File: src/eepc_pkg.sv
// What this block does
// - decode main eprom array, vector bytes at top and one eprom option byte
// - eprom reads return zero while eprom latching is enabled
// - stop entry returns eprom to normal read mode
// - reset and stop clear eprom latch; clearing latch clears program enable
// - eprom array data passes unaltered so an erased byte reads zero
// - latched eprom bytes must share all address bits above the low four
// - repeated writes to one latched byte only accumulate one bits
// - latch on, program off: eprom writes capture address and up to 16 bytes
// - program enable sets only with latch on and a byte latched; zero ignored
// - eprom state decoded from latch and program enable bits
// - wired-or enable forced zero without mask option; cleared by reset
// - enable and option set: wired-or interrupts from pin and port b inputs
// - can sleep flag set on sleep entry, cleared on wake
// - erase select picks erase or program; frozen once address selected
// - eeprom latch on captures address and data; off forces select and pump low
// - reset and stop clear eeprom latch
// - pump sets only after data selected; clears only with latch
// - eeprom state decoded from erase select, latch and pump
// - upper eeprom region fails program or erase while protect bit clear
// - protect bit written to zero only while eeprom latch is set
package eepc_pkg;

    localparam logic [11:0] CTRL_INDEX = 12'h007;
    localparam logic [11:0] OPTS_INDEX = 12'h100;
    localparam logic [11:0] CTRL_BADDR = {CTRL_INDEX[9:0], 2'b00};
    localparam logic [11:0] OPTS_BADDR = {OPTS_INDEX[9:0], 2'b00};

    localparam logic [15:0] EP_MAIN_LO = 16'h0400;
    localparam logic [15:0] EP_MAIN_HI = 16'h7DFF;
    localparam logic [15:0] EP_VEC_LO = 16'h7FF0;
    localparam logic [15:0] EP_VEC_HI = 16'h7FFF;
    localparam logic [15:0] EP_OPT_ADDR = 16'h7FDE;
    localparam logic [15:0] EE_LO = 16'h0100;
    localparam logic [15:0] EE_HI = 16'h01FF;
    localparam logic [15:0] EE_PROT_LO = 16'h0120;

    localparam logic [7:0] CTRL_RESET = 8'h00;
    localparam logic [7:0] OPTS_RESET = 8'h03;
    localparam logic [7:0] OPTS_USED = 8'h03;
    localparam int OPTS_PROTECT_BIT = 1;
    localparam logic [7:0] BYTE_ZERO = 8'h00;

    typedef enum logic [4:0] {
        RG_NONE = 5'b00001,
        RG_EPMAIN = 5'b00010,
        RG_EPVEC = 5'b00100,
        RG_EPOPT = 5'b01000,
        RG_EE = 5'b10000
    } eepc_region_t;

    typedef enum logic [2:0] {
        EP_READ = 3'b001,
        EP_LOAD = 3'b010,
        EP_PROG = 3'b100
    } eepc_ep_state_t;

    typedef enum logic [4:0] {
        EE_READ = 5'b00001,
        EE_LOAD = 5'b00010,
        EE_PROG = 5'b00100,
        EE_ERADDR = 5'b01000,
        EE_ERASE = 5'b10000
    } eepc_ee_state_t;

    typedef struct packed {
        logic wired_or_irq_enable;
        logic can_sleep_flag;
        logic eprom_latch_enable;
        logic eprom_program_enable;
        logic external_clock_output;
        logic eeprom_erase_select;
        logic eeprom_latch_enable;
        logic eeprom_pump_enable;
    } eepc_ctrl_t;

    typedef struct packed {
        logic [11:0] group;
        logic [15:0] valid;
        logic [127:0] data;
    } eepc_ep_latch_t;

    typedef struct packed {
        logic [7:0] addr;
        logic [7:0] data;
        logic erase;
        logic pump;
    } eepc_ee_op_t;

    function automatic eepc_region_t eepc_region(input logic [15:0] a);
        if (a >= EP_MAIN_LO && a <= EP_MAIN_HI) begin
            return RG_EPMAIN;
        end
        if (a >= EP_VEC_LO && a <= EP_VEC_HI) begin
            return RG_EPVEC;
        end
        if (a == EP_OPT_ADDR) begin
            return RG_EPOPT;
        end
        if (a >= EE_LO && a <= EE_HI) begin
            return RG_EE;
        end
        return RG_NONE;
    endfunction

    function automatic logic eepc_is_ep(input eepc_region_t r);
        return (r == RG_EPMAIN) || (r == RG_EPVEC) || (r == RG_EPOPT);
    endfunction

    function automatic eepc_ep_state_t eepc_ep_dec(input logic lat, input logic pgm);
        if (lat && pgm) begin
            return EP_PROG;
        end
        if (lat) begin
            return EP_LOAD;
        end
        return EP_READ;
    endfunction

    function automatic eepc_ee_state_t eepc_ee_dec(input logic era, input logic lat,
                                                    input logic pgm);
        case ({era, lat, pgm})
            3'b010: return EE_LOAD;
            3'b011: return EE_PROG;
            3'b110: return EE_ERADDR;
            3'b111: return EE_ERASE;
            default: return EE_READ;
        endcase
    endfunction

endpackage

File: src/eepc_top.sv
`timescale 1ns/1ps
module eepc_top
    import eepc_pkg::*;
(
    input wire logic CLK_SYS,
    input wire logic RST,
    input wire logic PSEL,
    input wire logic PENABLE,
    input wire logic PWRITE,
    input wire logic [11:0] PADDR,
    input wire logic [31:0] PWDATA,
    output logic [31:0] PRDATA,
    output logic PREADY,
    output logic PSLVERR,
    input wire logic MEM_REQ,
    input wire logic MEM_WE,
    input wire logic [15:0] MEM_ADDR,
    input wire logic [7:0] MEM_WDATA,
    output logic [7:0] MEM_RDATA,
    output logic MEM_ACK,
    input wire logic [7:0] EPROM_RDATA,
    input wire logic [7:0] EEPROM_RDATA,
    input wire logic STOP_ENTRY,
    input wire logic CAN_SLEEP,
    input wire logic CAN_WAKE,
    input wire logic WIRED_OR_MASK_OPTION,
    input wire logic WIRED_OR_IRQ_PIN_N,
    input wire logic [7:0] PORTB_IN,
    input wire logic [7:0] PORTB_DDR,
    output logic WIRED_OR_IRQ,
    output logic EXTERNAL_CLOCK_OUTPUT,
    output logic EPROM_PROGRAM_ACTIVE,
    output logic EPROM_FETCH_BLOCKED,
    output eepc_ep_latch_t EPROM_LATCH,
    output eepc_ee_op_t EEPROM_OP,
    output logic EEPROM_BLOCKED,
    output eepc_ctrl_t CTRL_VIEW
);

    eepc_ctrl_t ctrl_q;
    eepc_ctrl_t wr_bits;
    logic [7:0] opts_q;
    eepc_ep_latch_t ep_q;
    logic ee_sel_q;
    logic [7:0] ee_addr_q;
    logic [7:0] ee_data_q;
    logic pready_q;
    logic pslverr_q;
    logic [31:0] prdata_q;
    logic [7:0] mem_rdata_q;
    logic mem_ack_q;
    logic woi_q;
    logic ep_prog_q;
    logic ep_block_q;
    eepc_ee_op_t ee_op_q;
    logic ee_blocked_q;

    logic setup;
    logic wr_ctrl;
    logic wr_opts;
    logic mapped;
    logic mem_wr;
    logic ep_lat_d;
    logic ee_lat_d;
    logic ee_upper;
    logic ee_fail;
    logic [3:0] slot;
    eepc_region_t region;
    eepc_ep_state_t ep_state;
    eepc_ee_state_t ee_state;

    // apb decode: request taken in the access cycle that sees pready high
    always_comb begin
        setup = PSEL && !PENABLE;
        mapped = (PADDR == CTRL_BADDR) || (PADDR == OPTS_BADDR);
        wr_ctrl = PSEL && PENABLE && pready_q && PWRITE && (PADDR == CTRL_BADDR);
        wr_opts = PSEL && PENABLE && pready_q && PWRITE && (PADDR == OPTS_BADDR);
        wr_bits = eepc_ctrl_t'(PWDATA[7:0]);
    end

    always_comb begin
        region = eepc_region(MEM_ADDR);
        mem_wr = MEM_REQ && MEM_WE;
        slot = MEM_ADDR[3:0];
        ep_state = eepc_ep_dec(ctrl_q.eprom_latch_enable,
                               ctrl_q.eprom_program_enable);
        ee_state = eepc_ee_dec(ctrl_q.eeprom_erase_select,
                               ctrl_q.eeprom_latch_enable,
                               ctrl_q.eeprom_pump_enable);
    end

    // next latch enables: stop wins over a software write
    always_comb begin
        if (STOP_ENTRY) begin
            ep_lat_d = 1'b0;
            ee_lat_d = 1'b0;
        end else if (wr_ctrl) begin
            ep_lat_d = wr_bits.eprom_latch_enable;
            ee_lat_d = wr_bits.eeprom_latch_enable;
        end else begin
            ep_lat_d = ctrl_q.eprom_latch_enable;
            ee_lat_d = ctrl_q.eeprom_latch_enable;
        end
    end

    // protection of the upper eeprom region
    always_comb begin
        ee_upper = ee_addr_q >= EE_PROT_LO[7:0];
        ee_fail = !opts_q[OPTS_PROTECT_BIT] && ee_upper;
    end

    // apb slave handshake, one wait-free access phase
    always_ff @(posedge CLK_SYS) begin
        if (RST) begin
            pready_q <= 1'b0;
            pslverr_q <= 1'b0;
            prdata_q <= 32'h0000_0000;
        end else begin
            pready_q <= setup;
            if (setup) begin
                pslverr_q <= !mapped;
                if (PADDR == CTRL_BADDR) begin
                    prdata_q <= {24'h00_0000, ctrl_q};
                end else if (PADDR == OPTS_BADDR) begin
                    prdata_q <= {24'h00_0000, opts_q & OPTS_USED};
                end else begin
                    prdata_q <= 32'h0000_0000;
                end
            end
        end
    end

    // wired-or enable and external clock output bit
    always_ff @(posedge CLK_SYS) begin
        if (RST) begin
            ctrl_q.wired_or_irq_enable <= CTRL_RESET[7];
            ctrl_q.external_clock_output <= CTRL_RESET[3];
        end else begin
            if (!WIRED_OR_MASK_OPTION) begin
                ctrl_q.wired_or_irq_enable <= 1'b0;
            end else if (wr_ctrl) begin
                ctrl_q.wired_or_irq_enable <= wr_bits.wired_or_irq_enable;
            end
            if (wr_ctrl) begin
                ctrl_q.external_clock_output <= wr_bits.external_clock_output;
            end
        end
    end

    // can sleep flag follows the can module only; sleep wins over wake
    always_ff @(posedge CLK_SYS) begin
        if (RST) begin
            ctrl_q.can_sleep_flag <= CTRL_RESET[6];
        end else if (CAN_SLEEP) begin
            ctrl_q.can_sleep_flag <= 1'b1;
        end else if (CAN_WAKE) begin
            ctrl_q.can_sleep_flag <= 1'b0;
        end
    end

    // eprom latch and program enable
    always_ff @(posedge CLK_SYS) begin
        if (RST) begin
            ctrl_q.eprom_latch_enable <= CTRL_RESET[5];
            ctrl_q.eprom_program_enable <= CTRL_RESET[4];
        end else begin
            ctrl_q.eprom_latch_enable <= ep_lat_d;
            if (!ep_lat_d) begin
                ctrl_q.eprom_program_enable <= 1'b0;
            end else if (wr_ctrl && wr_bits.eprom_program_enable
                         && ctrl_q.eprom_latch_enable && (|ep_q.valid)) begin
                ctrl_q.eprom_program_enable <= 1'b1;
            end
        end
    end

    // eeprom latch, erase select and pump enable
    always_ff @(posedge CLK_SYS) begin
        if (RST) begin
            ctrl_q.eeprom_latch_enable <= CTRL_RESET[1];
            ctrl_q.eeprom_erase_select <= CTRL_RESET[2];
            ctrl_q.eeprom_pump_enable <= CTRL_RESET[0];
        end else begin
            ctrl_q.eeprom_latch_enable <= ee_lat_d;
            if (!ee_lat_d) begin
                ctrl_q.eeprom_erase_select <= 1'b0;
                ctrl_q.eeprom_pump_enable <= 1'b0;
            end else begin
                if (wr_ctrl && !ee_sel_q && !ctrl_q.eeprom_pump_enable) begin
                    ctrl_q.eeprom_erase_select <= wr_bits.eeprom_erase_select;
                end
                // a zero write never clears the pump
                if (wr_ctrl && wr_bits.eeprom_pump_enable && ee_sel_q
                    && ctrl_q.eeprom_latch_enable) begin
                    ctrl_q.eeprom_pump_enable <= 1'b1;
                end
            end
        end
    end

    // options register: bits only go to zero, and only under eeprom latch
    always_ff @(posedge CLK_SYS) begin
        if (RST) begin
            opts_q <= OPTS_RESET;
        end else if (wr_opts && ctrl_q.eeprom_latch_enable) begin
            opts_q <= opts_q & PWDATA[7:0] & OPTS_USED;
        end
    end

    // eprom byte latch for group programming
    always_ff @(posedge CLK_SYS) begin
        if (RST) begin
            ep_q <= '0;
        end else if (!ep_lat_d) begin
            ep_q <= '0;
        end else if (mem_wr && ep_state == EP_LOAD && eepc_is_ep(region)) begin
            if (!(|ep_q.valid)) begin
                ep_q.group <= MEM_ADDR[15:4];
                ep_q.valid <= 16'h0001 << slot;
                ep_q.data[slot*8 +: 8] <= MEM_WDATA;
            end else if (MEM_ADDR[15:4] == ep_q.group) begin
                ep_q.valid <= ep_q.valid | (16'h0001 << slot);
                ep_q.data[slot*8 +: 8] <= ep_q.data[slot*8 +: 8] | MEM_WDATA;
            end
        end
    end

    // eeprom address and data capture while the pump is off
    always_ff @(posedge CLK_SYS) begin
        if (RST) begin
            ee_sel_q <= 1'b0;
            ee_addr_q <= BYTE_ZERO;
            ee_data_q <= BYTE_ZERO;
        end else if (!ee_lat_d) begin
            ee_sel_q <= 1'b0;
            ee_addr_q <= BYTE_ZERO;
            ee_data_q <= BYTE_ZERO;
        end else if (mem_wr && region == RG_EE
                     && (ee_state == EE_LOAD || ee_state == EE_ERADDR)) begin
            ee_sel_q <= 1'b1;
            ee_addr_q <= MEM_ADDR[7:0];
            ee_data_q <= MEM_WDATA;
        end
    end

    // memory read path
    always_ff @(posedge CLK_SYS) begin
        if (RST) begin
            mem_ack_q <= 1'b0;
            mem_rdata_q <= BYTE_ZERO;
        end else begin
            mem_ack_q <= MEM_REQ;
            if (MEM_REQ && !MEM_WE) begin
                case (region)
                    RG_EPMAIN, RG_EPVEC, RG_EPOPT: begin
                        if (ep_state != EP_READ) begin
                            mem_rdata_q <= BYTE_ZERO;
                        end else begin
                            mem_rdata_q <= EPROM_RDATA;
                        end
                    end
                    RG_EE: begin
                        mem_rdata_q <= EEPROM_RDATA;
                    end
                    default: begin
                        mem_rdata_q <= BYTE_ZERO;
                    end
                endcase
            end
        end
    end

    // array drive; in-progress states last until software or stop entry drops the latch
    always_ff @(posedge CLK_SYS) begin
        if (RST) begin
            ep_prog_q <= 1'b0;
            ep_block_q <= 1'b0;
            ee_op_q <= '0;
            ee_blocked_q <= 1'b0;
        end else begin
            ep_prog_q <= ep_state == EP_PROG;
            ep_block_q <= ep_state != EP_READ;
            ee_op_q.addr <= ee_addr_q;
            ee_op_q.data <= ee_data_q;
            ee_op_q.erase <= ctrl_q.eeprom_erase_select;
            ee_op_q.pump <= (ee_state == EE_PROG || ee_state == EE_ERASE)
                            && !ee_fail;
            ee_blocked_q <= ctrl_q.eeprom_pump_enable && ee_fail;
        end
    end

    // wired-or interrupt request: pin low or any port b input high
    always_ff @(posedge CLK_SYS) begin
        if (RST) begin
            woi_q <= 1'b0;
        end else begin
            woi_q <= ctrl_q.wired_or_irq_enable && WIRED_OR_MASK_OPTION
                     && (!WIRED_OR_IRQ_PIN_N || (|(PORTB_IN & ~PORTB_DDR)));
        end
    end

    always_comb begin
        PRDATA = prdata_q;
        PREADY = pready_q;
        PSLVERR = pslverr_q;
        MEM_RDATA = mem_rdata_q;
        MEM_ACK = mem_ack_q;
        WIRED_OR_IRQ = woi_q;
        EXTERNAL_CLOCK_OUTPUT = ctrl_q.external_clock_output;
        EPROM_PROGRAM_ACTIVE = ep_prog_q;
        EPROM_FETCH_BLOCKED = ep_block_q;
        EPROM_LATCH = ep_q;
        EEPROM_OP = ee_op_q;
        EEPROM_BLOCKED = ee_blocked_q;
        CTRL_VIEW = ctrl_q;
    end

endmodule // eepc_top

File: config.mk
export PLATFORM = sky130hd
export DESIGN_NAME = eepc_top
export DESIGN_NICKNAME = d
export VERILOG_FILES = /design/src/eepc_pkg.sv /design/src/eepc_top.sv
export SDC_FILE = /design/constraint.sdc
export NUM_CORES = 1
export LEC_CHECK = 0
export BUFFER_PORTS_ARGS = -buffer_cell sky130_fd_sc_hd__buf_2
export CORE_MARGIN = 1
export CORE_UTILIZATION = 30
export CTS_CLUSTER_DIAMETER = 60
export CTS_CLUSTER_SIZE = 40
export DETAILED_ROUTE_END_ITERATION = 8
export PLACE_DENSITY = 0.61
export REMOVE_ABC_BUFFERS = 1
export SLEW_MARGIN = 25
export SYNTH_ARGS = -nofsm -noshare
export SYNTH_HDL_FRONTEND = slang
export SYNTH_SLANG_ARGS = --single-unit
File: constraint.sdc
create_clock -name CLK_SYS -period 6.1 [get_ports CLK_SYS]
set_clock_uncertainty 0.05 [all_clocks]
set_input_delay 1.22 -clock CLK_SYS [delete_from_list [all_inputs] [get_ports CLK_SYS]]
set_output_delay 1.22 -clock CLK_SYS [all_outputs]
set_load 0.05 [all_outputs]
Yosys cells after proc, flatten, opt, wreduce, memory -nomap -nowiden
Index checks and enable logic that the tools add are counted.

word-level totals
  register bits after elaboration = 248
  bits in latches = 0
  bits in writable memories = 0
  bits in read-only memories = 0
  input bits = 112
  output and inout port bits = 230
  word-level logic and storage cells = 163
  memories = 0

operators by class
  add/sub/neg operators = 1
  multipliers = 0
  div/mod/pow operators = 0
  magnitude comparators = 7
  equal/unequal tests = 20
  shift operators = 5
  muxes and demuxes = 40
  bitwise operators = 9
  reduce and logical (&&, ||, !) cells = 53

operator list
  cell                        count
  $mux W144                   2
  $bwmux W128                 2
  $shiftx A8 B34 Y128         2
  $shift A8 B34 Y128 const A  1
  $shiftx A128 B8 Y8          1
  $mux W5                     8
  $neg A7 Y34                 1
  $le A16 B15 Y1 const B      2
  $logic_and A1 B1 Y1         30
  $pmux W5 S4                 1
  $mux W1                     19
  $eq A16 B15 Y1 const B      1
  $ge A16 B11 Y1 const B      1
  $ge A16 B15 Y1 const B      1
  $ge A16 B9 Y1 const B       1
  $le A16 B9 Y1 const B       1
  $mux W8                     2
  $or A16 B16 Y16             1
  $pmux W8 S2                 1
  $reduce_or A16 Y1           1
  $shl A1 B4 Y16 const A      1
  $eq A12 B11 Y1 const B      1
  $eq A12 B12 Y1              1
  $eq A12 B5 Y1 const B       1
  23 further kinds            52

Logic depth before layout (Yosys ltp)
Gate-level depths: netlist (run 1).

  word-level depth = 18
  mapped depth = 13
  gate-level depth less buffers = 9

Worst setup path before layout (run 1)
No wires, ideal clock.

  path type = input-to-reg
  start point = in MEM_ADDR[0]
  end point = reg ep_q, in the netlist EPROM_LATCH[113]
  data arrival time = 3.808 ns
  data required time = 5.985 ns
  path slack = 2.177 ns
  stages = 12
  cell sequence = buf_2 buf_4 buf_2 inv_1 ha_1 ha_1 clkbuf_1 nor4b_1 o21ai_0 nor2_1 mux2i_1 nor2_1

between the ends
  longest elaborated chain between the ends = 15

ends and longest elaborated chain
  item                                                   line             RTL
  start: declaration                                     eepc_top.sv:17   input wire logic [15:0] MEM_ADDR,
  $ge A16 B9 Y1 / $le A16 B9 Y1 (equally long branches)  eepc_pkg.sv:100  if (a >= EE_LO && a <= EE_HI) begin
  $logic_and A1 B1 Y1                                    eepc_pkg.sv:100
  $mux W1 (2 in series)                                  eepc_pkg.sv:100
  $mux W1                                                eepc_pkg.sv:97   if (a == EP_OPT_ADDR) begin
  $mux W1                                                eepc_pkg.sv:94   if (a >= EP_VEC_LO && a <= EP_VEC_HI) begin
  $mux W5                                                eepc_pkg.sv:103  return RG_NONE;
  $mux W5                                                eepc_pkg.sv:100
  $mux W5                                                eepc_pkg.sv:97
  $mux W5                                                eepc_pkg.sv:94
  $eq A5 B2 Y1 / $eq A5 B3 Y1 (equally long branches)    eepc_pkg.sv:107  return (r == RG_EPMAIN) || (r == RG_EPVEC) || (r == RG_EPOPT);
  $logic_or A1 B1 Y1 (2 in series)                       eepc_pkg.sv:107
  $logic_and A1 B1 Y1                                    eepc_top.sv:216  end else if (mem_wr && ep_state == EP_LOAD && eepc_is_ep(region)) begin
  $reduce_and A2 Y1 (no line)                            n/a
  end: declaration                                       eepc_top.sv:43   eepc_ep_latch_t ep_q;

Several ways; a longest one is shown, not always the timed one. The select of a mux whose other input is x is not followed.
A chain may end at the register's enable or synchronous reset.

Worst setup path after layout (run 1)
  start point = in MEM_ADDR[0]
  end point = reg ep_q, in the netlist EPROM_LATCH[15]

Same word-level chain as after synthesis.

==> metrics.md, run 1 <==
| Metric | Value |
|---|---|
| Run status | finished, final reports clean |
| Crit-path max FO | 27 |
| RSZ-0062 raised after global routing | false |
| Slew @ Worst Pin | 0.9714 ns |
| FF+latch area | 0.004484 sq mm |
| Synth top area share | 43.61% |
| Mean post-synth cell area | 9.468 sq um |
| Inserted Diodes | 0 |
| Compound-cell area share of the yosys netlist | 15.23% |
| Setup TNS | 0 ns |
| Synth Cell Area | 0.01028 sq mm |
| CTS tree | done |
| DR WL/cell | 20.67 um |
| Number of buffers added on ports | 292 |
| Total GRT Usage | 20.34% |
| Final Hold Viols | 0 |
| Clk root buf | clkbuf_16 |
| Largest family of logic cells by synthesized area | simple AND/OR/NAND/NOR gates |
| Row cnt | 67 |
| Initial Util | 30.59% |
| Final ANT Viol Nets | 0 |
| First-pass GRT wire length | 55,210 um |
| Largest net degree at the start of global routing | 61 |
| Grt total ovfl | 0 |
| Multiplexer share of the synthesized area | 14.94% |
| Final setup margin | 1.959 ns |
| Vias in the first global route | 8,919 |
| Setup WS pre-CTS | 1.536 ns |
| Commonest cells after routing, fill and taps aside | buf_2, dfxtp_1, nor2_1, mux2i_1, mux2_2 |
| Slowest stage delay, CP | 0.53 ns |
| H-tree levels | 1 |
| Clock-pin slew on the worst setup and hold paths | 0.07 ns |
| Number of remaining DRC errors | 0 |
| Inst Count DP | 1,765 |
| Setup violations, final | 0 |
| Final Non-Filler Cells | 1,805 |
| Seq/Total Area, Yosys | 43.61% |
| CP most frequent cell | nor2_1 |
| Placed inst area | 0.01199 sq mm |
| Setup CP Type | input pin to register |
| Worst hold path class | register to register |
| Tcrit/Tclk final | 67.88% |
| Clock latency on the worst-skew pair | 0.52 ns |
| Power density over the cells | 245.9 mW/mm^2 |
| 1st-pass router iterations | 7 |
| Post-Synth Adder-Cell Area | 0.8518% |
| DRT iter0 DRCs | 759 |
| Via count | 9,438 |
| Asr flop ratio synth | 0% |
| Most common cell after layout, fill and taps aside | buf_2 |
| Clock buffer count from CTS | 22 |
| Worst-path cell chain | buf_2 -> inv_1 -> ha_1 -> nor3b_1 -> nor2_1 -> nand3_2 -> nor2_1 -> a41oi_1 -> a22o_1 |
| Slew margin rel. | 35.08% |
| Postcts setup bufs | 0 |
| Fin area | 0.01276 sq mm |
| Fin. max-slew vios | 0 |
| Routed vias/inst | 5.229 |
| WP data arrival | 4.50 ns |
| Die X | 187.1 um |
| Max clock buf depth | 3 |
| Post-CTS sizing | 0 |
| FILL cells | 3,437 |
| Clock Sinks | 224 |
| I/O pin count | 342 |
| Max-cap viol count | 0 |
| Synth area leader | dfxtp_1 |
| VDD IR max | 0.1543 mV |
| WL final | 37,310 um |
| Worst Path Required | 6.46 ns |
| DP Wirelength | 28,100 um |
| Top post-synthesis cells by area | dfxtp_1, mux2i_1, mux2_2 |
| Nets | 1,460 |
| Tot Pwr | 3.137 mW |
| Max Fclk | 241.5 MHz |
| Number of flops mapped to enable cells by yosys | 0 |
| CP Capture Type | register |
| Area delta synth->final | 24.09% |
| Yosys reg bits | 224 |
| Post-Synth XOR/XNOR Area | 1.022% |
| Startpoint types | input pin |
| RD Place Congestion | 0.8609 |
| Initial antenna violation count | 0 |
| Core ar. | 0.03362 sq mm |
| Library cells used by synthesis | 60 |
| Final min period | 4.141 ns |
| Die Y | 187.1 um |
| DIE AREA | 0.03502 sq mm |
| Predominant post-synthesis flop cell | dfxtp_1 |
| Hold Buf Count CTS | 0 |
| Slowest cell on crit path | buf_2 |
| YS warnings | 0 |
| Leak | 5.423 nW |
| Synthesized instance count | 1,086 |
| Fraction of layout cells with a size suffix above 1 | 32.50% |
| Multi-input gate area | 0.005304 sq mm |
| Simple-gate area share of the yosys netlist | 18.23% |
## per-layer routing
layer | vias to the layer above | share of wire (%) | track usage, %
met3 | 52 | 10 | 6.004
met2 | 464 | 45 | 32.38
met5 | - | 0 | 0
met4 | 0 | 2.3 | 5.864
li1 | 4404 | - | -
met1 | 4518 | 43 | 26.51
## worst max-delay path: cells and delay by family
| family | cells | cell delay, ns |
|---|---|---|
| simple gates | 4 | 1.31 |
| fa+ha+maj | 1 | 0.30 |
| buf+inv | 2 | 0.78 |
| compound gates | 2 | 0.87 |
## synth_stat cells (all sizes together), types with 8 or more instances
master / number
nand2b: 11
a221oi: 11
buf: 69
a222oi: 17
a22o: 47
a22oi: 9
nand2: 46
a211oi: 16
mux2: 65
mux2i: 80
nand4: 20
o21a: 13
o22ai: 17
a21oi: 29
nand3: 32
dfxtp: 224
o21ai: 48
nor2b: 25
xnor2: 12
inv: 25
nor3: 25
nor3b: 8
nor4: 14
clkbuf: 28
nor2: 141
## layout make-up
| class | count | share of cell area (%) |
|---|---|---|
| Clock buffer | 25 | 4.648 |
| Sequential cell | 224 | 35.14 |
| Timing Repair Buffer | 305 | 12.22 |
| Tap cell | 448 | 4.393 |
| Multi-Input combinational cell | 763 | 41.57 |
| Clock inverter | 15 | 1.294 |
| Inverter | 25 | 0.7354 |
## per-stage QoR
| step | hold slack (ns) | utilization, % |
|---|---|---|
| 3_3_place_gp | 0.3878 | 35.63 |
| 3_5_place_dp | 0.3922 | 35.65 |
| 2_1_floorplan | 0.3872 | - |
| 4_1_cts | 0.4017 | 37.91 |
| 6_report | 0.4004 | 37.96 |
| 5_1_grt | 0.4120 | 37.96 |
## worst paths after layout
| kind | start | end | slack (ns) | cells after the start |
|---|---|---|---|---|
| worst min-delay path | PRDATA[7] | PRDATA[7] | 0.40 | 2 |
| worst min register to register | PRDATA[7] | PRDATA[7] | 0.40 | 2 |
| worst max register to register | EPROM_LATCH[130] | EPROM_LATCH[75] | 2.45 | 6 |
| worst max-delay path | MEM_ADDR[0] | EPROM_LATCH[15] | 1.96 | 9 |
## report_power, final
part | leakage, nW | internal, mW | switching [mW] | total, mW
logic | 3.25 | 0.0662 | 0.176 | 0.243
clock network | 0.371 | 0.772 | 0.653 | 1.43
registers | 1.81 | 1.47 | 0.00264 | 1.47
total | 5.42 | 2.31 | 0.832 | 3.14
## kinds of logic after synthesis
| family | after synthesis |
|---|---|
| other | 1 |
| AO/OA/AOI/OAI | 218 |
| XOR/XNOR | 12 |
| AND/OR/NAND/NOR | 357 |
| multiplexers | 145 |
| adder cells (fa/ha/maj) | 7 |
| flip-flops | 224 |
| buffers and inverters | 122 |
## state kept, by name, summed over array words and instances (netlist names)
signal / count
PRDATA: 8
WIRED_OR_IRQ: 1
MEM_ACK: 1
EPROM_FETCH_BLOCKED: 1
EPROM_PROGRAM_ACTIVE: 1
EPROM_LATCH: 156
opts_q: 2
CTRL_VIEW: 7
ee_sel_q: 1
MEM_RDATA: 8
ee_addr_q: 8
ee_data_q: 8
PREADY: 1
EEPROM_OP: 18
EXTERNAL_CLOCK_OUTPUT: 1
EEPROM_BLOCKED: 1
PSLVERR: 1
No activity file was read; power rests on OpenSTA's default activity.
==> run 2, diff against run 1 <==
--- a/config.mk
+++ b/config.mk
@@ -5,13 +5,14 @@
 export SDC_FILE = /design/constraint.sdc
 export NUM_CORES = 1
 export LEC_CHECK = 0
+export ABC_AREA = 1
 export BUFFER_PORTS_ARGS = -buffer_cell sky130_fd_sc_hd__buf_2
 export CORE_MARGIN = 1
 export CORE_UTILIZATION = 30
 export CTS_CLUSTER_DIAMETER = 60
 export CTS_CLUSTER_SIZE = 40
 export DETAILED_ROUTE_END_ITERATION = 8
-export PLACE_DENSITY = 0.61
+export PLACE_DENSITY = 0.6
 export REMOVE_ABC_BUFFERS = 1
 export SLEW_MARGIN = 25
 export SYNTH_ARGS = -nofsm -noshare
==> constraint.sdc (replaced) <==
create_clock -name CLK_SYS -period 3.89 [get_ports CLK_SYS]
set_clock_uncertainty 0.05 [all_clocks]
set_input_delay 0.778 -clock CLK_SYS [delete_from_list [all_inputs] [get_ports CLK_SYS]]
set_output_delay 0.778 -clock CLK_SYS [all_outputs]
set_load 0.05 [all_outputs]
==> metrics.md, run 2 <==
| Metric | Value |
|---|---|
| Yosys reg bits | 224 (unchanged) |
| Grt total ovfl | 0 (unchanged) |
| Clk pwr share | 47.4% (+2.0 points) |
| RD Place Congestion | 0.9201 (+6.9%) |
| Most common cell after layout, fill and taps aside | nand2_1 |
| Setup WS pre-CTS | 0.4655 ns (-1.070 ns) |
| Largest net degree at the start of global routing | 129 (+110%) |
| Mean post-synth cell area | 6.506 sq um (-31%) |
| Max-cap viol count | 0 (unchanged) |
| Predominant post-synthesis flop cell | dfxtp_1 |
| Postcts setup bufs | 0 (unchanged) |
| Most frequent cell after synthesis | nand2_1 |
| Clock buffer count from CTS | 26 (+18%) |
| Tot Pwr | 5.501 mW (+75%) |
| Number of buffers added on ports | 292 (unchanged) |
| Worst Path Required | 4.26 ns (-2.20 ns) |
| Top post-synthesis cells by area | dfxtp_1, nand2_1, inv_1 |
| Initial antenna violation count | 1 (+1) |
| Slew margin rel. | 31.85% (-3.2 points) |
| Initial Util | 30.78% (+0.19 points) |
| Post-CTS sizing | 0 (unchanged) |
| Asr flop ratio synth | 0% (unchanged) |
| Setup CP Type | input pin to register |
| Seq/Total Area, Yosys | 38.32% (-5.3 points) |
| CTS tree | done |
| YS warnings | 0 (unchanged) |
| DR WL/cell | 18.03 um (-13%) |
| Final setup margin | 1.012 ns (-0.9478 ns) |
| Nets | 2,185 (+50%) |
| Final ANT Viol Nets | 0 (unchanged) |
| CP delay by family, top | buffers and inverters |
| Setup violations, final | 0 (unchanged) |
| Combinational fraction of design power | 10.6% (+2.9 points) |
| Switching Share | 27.66% (+1.1 points) |
| Area delta synth->final | 23.66% |
| Clk root buf | clkbuf_16 |
| WHS | 0.3583 ns (-0.04210 ns) |
| Hold Buf Count CTS | 0 (unchanged) |
| Clock-pin slew on the worst setup and hold paths | 0.07 ns (about the same) |
| Max clock buf depth | 3 (unchanged) |
| Int Pwr | 3.979 mW (+73%) |
| H-tree levels | 1 (unchanged) |
| Final min period | 2.878 ns |
| First-pass GRT wire length | 68,640 um (+24%) |
| Synthesized instance count | 1,799 (+66%) |
| Tcrit/Tclk final | 74.00% |
| Fin. max-slew vios | 0 (unchanged) |
| Final core utilization | 38.06% (+0.11 points) |
| Clock Sinks | 224 (unchanged) |
| CP Capture Type | register |
| Worst hold path class | register to register |
| DIE AREA | 0.03981 sq mm (+14%) |
| Commonest cells after routing, fill and taps aside | nand2_1, buf_2, inv_1, dfxtp_1, nand3_1 |
| Run status | finished, final reports clean |
| Number of remaining DRC errors | 0 (unchanged) |
| Clock latency on the worst-skew pair | 0.54 ns (+0.02 ns) |
| Final Hold Viols | 0 (unchanged) |
| Synth top area share | 38.32% (-5.3 points) |
| Fraction of layout cells with a size suffix above 1 | 20.66% (-12 points) |
| DP Wirelength | 35,500 um (+26%) |
| Top post-synthesis cells by count | nand2_1, inv_1, dfxtp_1, nand3_1, nor2_1 |
| Crit path buf inv count | 4 (+2) |
| Psw | 1.522 mW (+83%) |
| Power density over the cells | 380.1 mW/mm^2 (+55%) |
| CP most frequent cell | inv_1 |
| Vias in the first global route | 11,740 (+32%) |
| Slowest cell on crit path | a21oi_4 |
| RSZ-0062 raised after global routing | false |
| Startpoint types | input pin |
| Via count | 12,650 (+34%) |
| Core ar. | 0.03802 sq mm (+13%) |
| Max Fclk | 347.4 MHz |
| Crit-path max FO | 9 (-67%) |
| Sequential share of power | 42.0% (-4.8 points) |
| Synth Cell Area | 0.01170 sq mm (+14%) |
| Worst-path cell chain | buf_2 -> inv_1 -> ha_1 -> nand3_1 -> nor2_1 -> nand2_1 -> nand3_4 -> nand2_4 -> a21oi_4 -> buf_4 -> nand3_2 -> inv_1 -> a21oi_1 |
| Leak | 7.635 nW (+41%) |
| Slew @ Worst Pin | 1.019 ns (+0.04713 ns) |
| Number of flops mapped to enable cells by yosys | 0 (unchanged) |
| Synth area leader | dfxtp_1 |
| Die Y | 199.5 um (+6.6%) |
| VDD IR max | 0.2348 mV (+52%) |
| Slowest stage delay, CP | 0.33 ns (-0.20 ns) |
| Row cnt | 71 (+6.0%) |
| WP data arrival | 3.25 ns (-1.25 ns) |
| Library cells used by synthesis | 42 (-30%) |
| Total GRT Usage | 22.80% (+2.5 points) |
| WL final | 46,840 um (+26%) |
| Routed vias/inst | 4.869 (-6.9%) |
| DRT iter0 DRCs | 1,026 (+35%) |
| 1st-pass router iterations | 5 (-2) |
| Number of flip-flops in the largest register | 156 (unchanged) |
| Die X | 199.5 um (+6.6%) |
| I/O pin count | 342 (unchanged) |
## run 2: changes by cell type in the layout (fill, tap and decap cells not counted), sizes merged, moves of 65 or more
cell	previous run	this run
mux2	65	0
nand2	46	492
mux2i	80	0
nand3	32	187
inv	31	278
a21oi	29	139
## run 2: tightest hold or removal path, stage by stage (launching register included)
cell and delay (ns):
dfxtp_1 0.30, inv_1 0.04, nor2_1 0.03
## run 2: stage by stage
stage,cells,TNS [ns],instance area (sq um)
global placement,2549,0,13550
CTS,2597,0,14470
global route,2598,0,14470
finish,2598,0,14470
floorplan,1711,-81.42,11160
detailed placement,2549,0,13550
## run 2: power by group through the flow
stage / clock (mW) / sequential, mW / combinational, mW
5_1_grt: 2.76 / 2.31 / 0.627
4_1_cts: 2.65 / 2.31 / 0.575
3_5_place_dp: 0 / 2.36 / 0.572
3_3_place_gp: 0 / 2.36 / 0.570
2_1_floorplan: 0 / 2.40 / 0.288
6_report: 2.61 / 2.31 / 0.584
## run 2: cell type report
type	count	area, sq um
clock buffer	31	700.7
inverter	275	1032
clock inverter	17	215.2
timing repair buffer	327	1749
fill	4097	23550
sequential	224	4484
multi-input combinational	1212	5649
tap	511	639.4
antenna	1	2.502
## run 2: layer usage
metal  up-vias  GRT usage (%)  share of wire [%]
li1       6173              -                  -
met4         0          8.708                3.6
met1      5785          28.91                 42
met2       599          38.35                 46
met3        92          3.865                8.5
met5         -              0                  0
## run 2: path summary, 6_finish.rpt
path / start / slack (ns) / endpoint / depth (start not counted)
worst max-delay path: MEM_ADDR[0] / 1.01 / EPROM_LATCH[46] / 13
worst min-delay path: ee_data_q[1] / 0.36 / EEPROM_OP[3] / 2
worst max register to register: EPROM_LATCH[153] / 1.32 / EPROM_LATCH[46] / 9
worst min register to register: ee_data_q[1] / 0.36 / EEPROM_OP[3] / 2
## run 2: kinds of logic (layout without fill, tap and decap cells)
kind of cell               count (synthesis)  in the layout  share of synthesized area (%)
DFF                                      224            224                          38.32
adders and majority gates                  7              7                         0.7483
buffers and inverters                    386            650                          14.22
other                                      1             25                        0.03204
AOI/OAI and AO/OA                        237            237                          11.16
and+or+nand+nor                          934            934                          34.78
xor gates and xnor gates                  10             10                         0.7483
==> run 3, diff against run 2 <==
--- a/config.mk
+++ b/config.mk
@@ -5,14 +5,14 @@
 export SDC_FILE = /design/constraint.sdc
 export NUM_CORES = 1
 export LEC_CHECK = 0
-export ABC_AREA = 1
+export ABC_AREA = 0
 export BUFFER_PORTS_ARGS = -buffer_cell sky130_fd_sc_hd__buf_2
 export CORE_MARGIN = 1
 export CORE_UTILIZATION = 30
 export CTS_CLUSTER_DIAMETER = 60
 export CTS_CLUSTER_SIZE = 40
 export DETAILED_ROUTE_END_ITERATION = 8
-export PLACE_DENSITY = 0.6
+export PLACE_DENSITY = 0.61
 export REMOVE_ABC_BUFFERS = 1
 export SLEW_MARGIN = 25
 export SYNTH_ARGS = -nofsm -noshare
==> constraint.sdc (replaced) <==
create_clock -name CLK_SYS -period 2.74 [get_ports CLK_SYS]
set_clock_uncertainty 0.05 [all_clocks]
set_input_delay 0.548 -clock CLK_SYS [delete_from_list [all_inputs] [get_ports CLK_SYS]]
set_output_delay 0.548 -clock CLK_SYS [all_outputs]
set_load 0.05 [all_outputs]
==> metrics.md, run 3 (synthesis gave the netlist of run 1 again) <==
| Metric | Value |
|---|---|
| Setup CP Type | input pin to register |
| Max-cap viol count | 0 (unchanged) |
| Psw | 2.105 mW (+38%) |
| Power density over the cells | 535.9 mW/mm^2 (+41%) |
| Slew @ Worst Pin | 0.6453 ns (-0.3733 ns) |
| Int Pwr | 5.347 mW (+34%) |
| RD Place Congestion | 0.8664 (-5.8%) |
| WL final | 37,910 um (-19%) |
| DP Wirelength | 29,660 um (-16%) |
| Initial Util | 30.59% (-0.19 points) |
| Final min period | 2.560 ns |
| FF-to-FF setup slack | 0.19 ns (-1.13 ns) |
| Worst hold path class | input pin to register |
| RSZ-0062 raised after global routing | false |
| Number of flip-flops in the largest register | 156 (unchanged) |
| I/O pin count | 342 (unchanged) |
| Crit-path max FO | 8 (-1) |
| First-pass GRT wire length | 57,440 um (-16%) |
| DRT iter0 DRCs | 653 (-36%) |
| Clock-pin slew on the worst setup and hold paths | 0.08 ns (about the same) |
| Number of remaining DRC errors | 0 (unchanged) |
| Setup WS pre-CTS | -0.3686 ns (-0.8341 ns) |
| Startpoint types | input pin |
| VDD IR max | 0.5400 mV (+130%) |
| Core ar. | 0.03362 sq mm (-12%) |
| CTS tree | done |
| Clk pwr share | 47.7% (+0.3 points) |
| Combinational fraction of design power | 8.4% (-2.2 points) |
| Commonest cells after routing, fill and taps aside | buf_2, dfxtp_1, nor2_1, buf_4, mux2i_1 |
| H-tree levels | 1 (unchanged) |
| Run status | finished, final reports clean |
| Clock buffer count from CTS | 24 (-7.7%) |
| Grt total ovfl | 0 (unchanged) |
| Most common cell after layout, fill and taps aside | buf_2 |
| Switching Share | 28.25% (+0.58 points) |
| Clock Sinks | 224 (unchanged) |
| Max Fclk | 390.6 MHz |
| Final core utilization | 41.36% (+3.3 points) |
| Largest net degree at the start of global routing | 35 (-73%) |
| Final Hold Viols | 0 (unchanged) |
| WP data arrival | 2.99 ns (-0.26 ns) |
| Fin. max-slew vios | 0 (unchanged) |
| Row cnt | 67 (-5.6%) |
| Routed vias/inst | 5.090 (+4.6%) |
| Nets | 1,579 (-28%) |
| Clock latency on the worst-skew pair | 0.55 ns (about the same) |
| Initial antenna violation count | 0 (-1) |
| Worst Path Required | 3.17 ns (-1.09 ns) |
| Leak | 6.098 nW (-20%) |
| Via count | 9,804 (-22%) |
| Clk root buf | clkbuf_16 |
| Die Y | 187.1 um (-6.2%) |
| Post-CTS sizing | 0 (unchanged) |
| DR WL/cell | 19.68 um (+9.2%) |
| Setup violations, final | 0 (unchanged) |
| Die X | 187.1 um (-6.2%) |
| Inserted Diodes | 0 (-1) |
| Postcts setup bufs | 0 (unchanged) |
| FILL cells | 3,331 (-19%) |
| Number of buffers added on ports | 292 (unchanged) |
| Total GRT Usage | 20.99% (-1.8 points) |
| Vias in the first global route | 9,464 (-19%) |
| Slew margin rel. | 56.89% (+25 points) |
| Hold Buf Count CTS | 0 (unchanged) |
| Max clock buf depth | 3 (unchanged) |
| Final ANT Viol Nets | 0 (unchanged) |
| Sequential share of power | 43.9% (+1.9 points) |
| Tcrit/Tclk final | 93.44% |
| Final setup margin | 0.1797 ns (-0.8319 ns) |
| CP Capture Type | register |
| 1st-pass router iterations | 6 (+1) |
| DIE AREA | 0.03502 sq mm (-12%) |
| Area delta synth->final | 35.23% |
| Fraction of layout cells with a size suffix above 1 | 37.96% (+17 points) |
run 3: cell types whose count changed in the layout (fill, tap and decap cells not counted), sizes merged, moves of 22 or more:
cell	change
nand3	-155
nor2	-22
a22o	+47
buf	+95
nor2b	+25
a21oi	-110
inv	-240
mux2	+65
mux2i	+80
nand2	-446
run 3: cell type report:
type	count	area (sq um)	share of cell area (%)
Multi-Input combinational cell	763	5279	37.96
Sequential cell	224	4484	32.25
Timing Repair Buffer	422	2613	18.79
Clock buffer	24	600.6	4.319
Tap cell	448	560.5	4.031
Clock inverter	20	274.0	1.971
Inverter	25	93.84	0.6749
run 3: critical path: stages:
cell    delay, ns
buf_2        0.09
or4_1        0.58
nor4_4       0.33
mux2_4       0.37
or4_1        0.58
nor3_2       0.18
buf_4        0.18
a22o_1       0.13
run 3: final timing paths:
kind,end,cells past startpoint,start
worst max-delay path,EPROM_LATCH[74],8,PADDR[1]
worst min-delay path,CTRL_VIEW[6],3,CAN_SLEEP
worst max register to register,EPROM_LATCH[68],8,CTRL_VIEW[5]
worst min register to register,EEPROM_OP[9],1,ee_data_q[7]
run 3: through the flow:
step                TNS [ns]  instances  total power, mW  hold WS, ns  cell area [sq um]
floorplan             -79.11       1012            3.649       0.3872               9838
global placement      -18.95       1882            3.962       0.3886              13030
detailed placement    -19.76       1882            3.968       0.3930              13030
CTS                        0       1926            7.515       0.1643              13900
global route               0       1926            7.697       0.1878              13900
finish                     0       1926            7.451       0.1818              13900
run 3: power groups by stage:
| stage | clock network (mW) | logic [mW] | registers, mW |
|---|---|---|---|
| floorplan | 0 | 0.259 | 3.39 |
| global placement | 0 | 0.615 | 3.35 |
| detailed placement | 0 | 0.620 | 3.35 |
| CTS | 3.62 | 0.623 | 3.27 |
| global route | 3.76 | 0.667 | 3.27 |
| finish | 3.55 | 0.628 | 3.27 |
run 3: metal layers:
metal / vias to the layer above / part of all wire [%] / global-route usage, %
met5: - / 0 / 0
met4: 0 / 3.2 / 7.440
met3: 64 / 8.6 / 5.141
met2: 420 / 45 / 33.80
met1: 4672 / 43 / 27.17
li1: 4648 / - / -
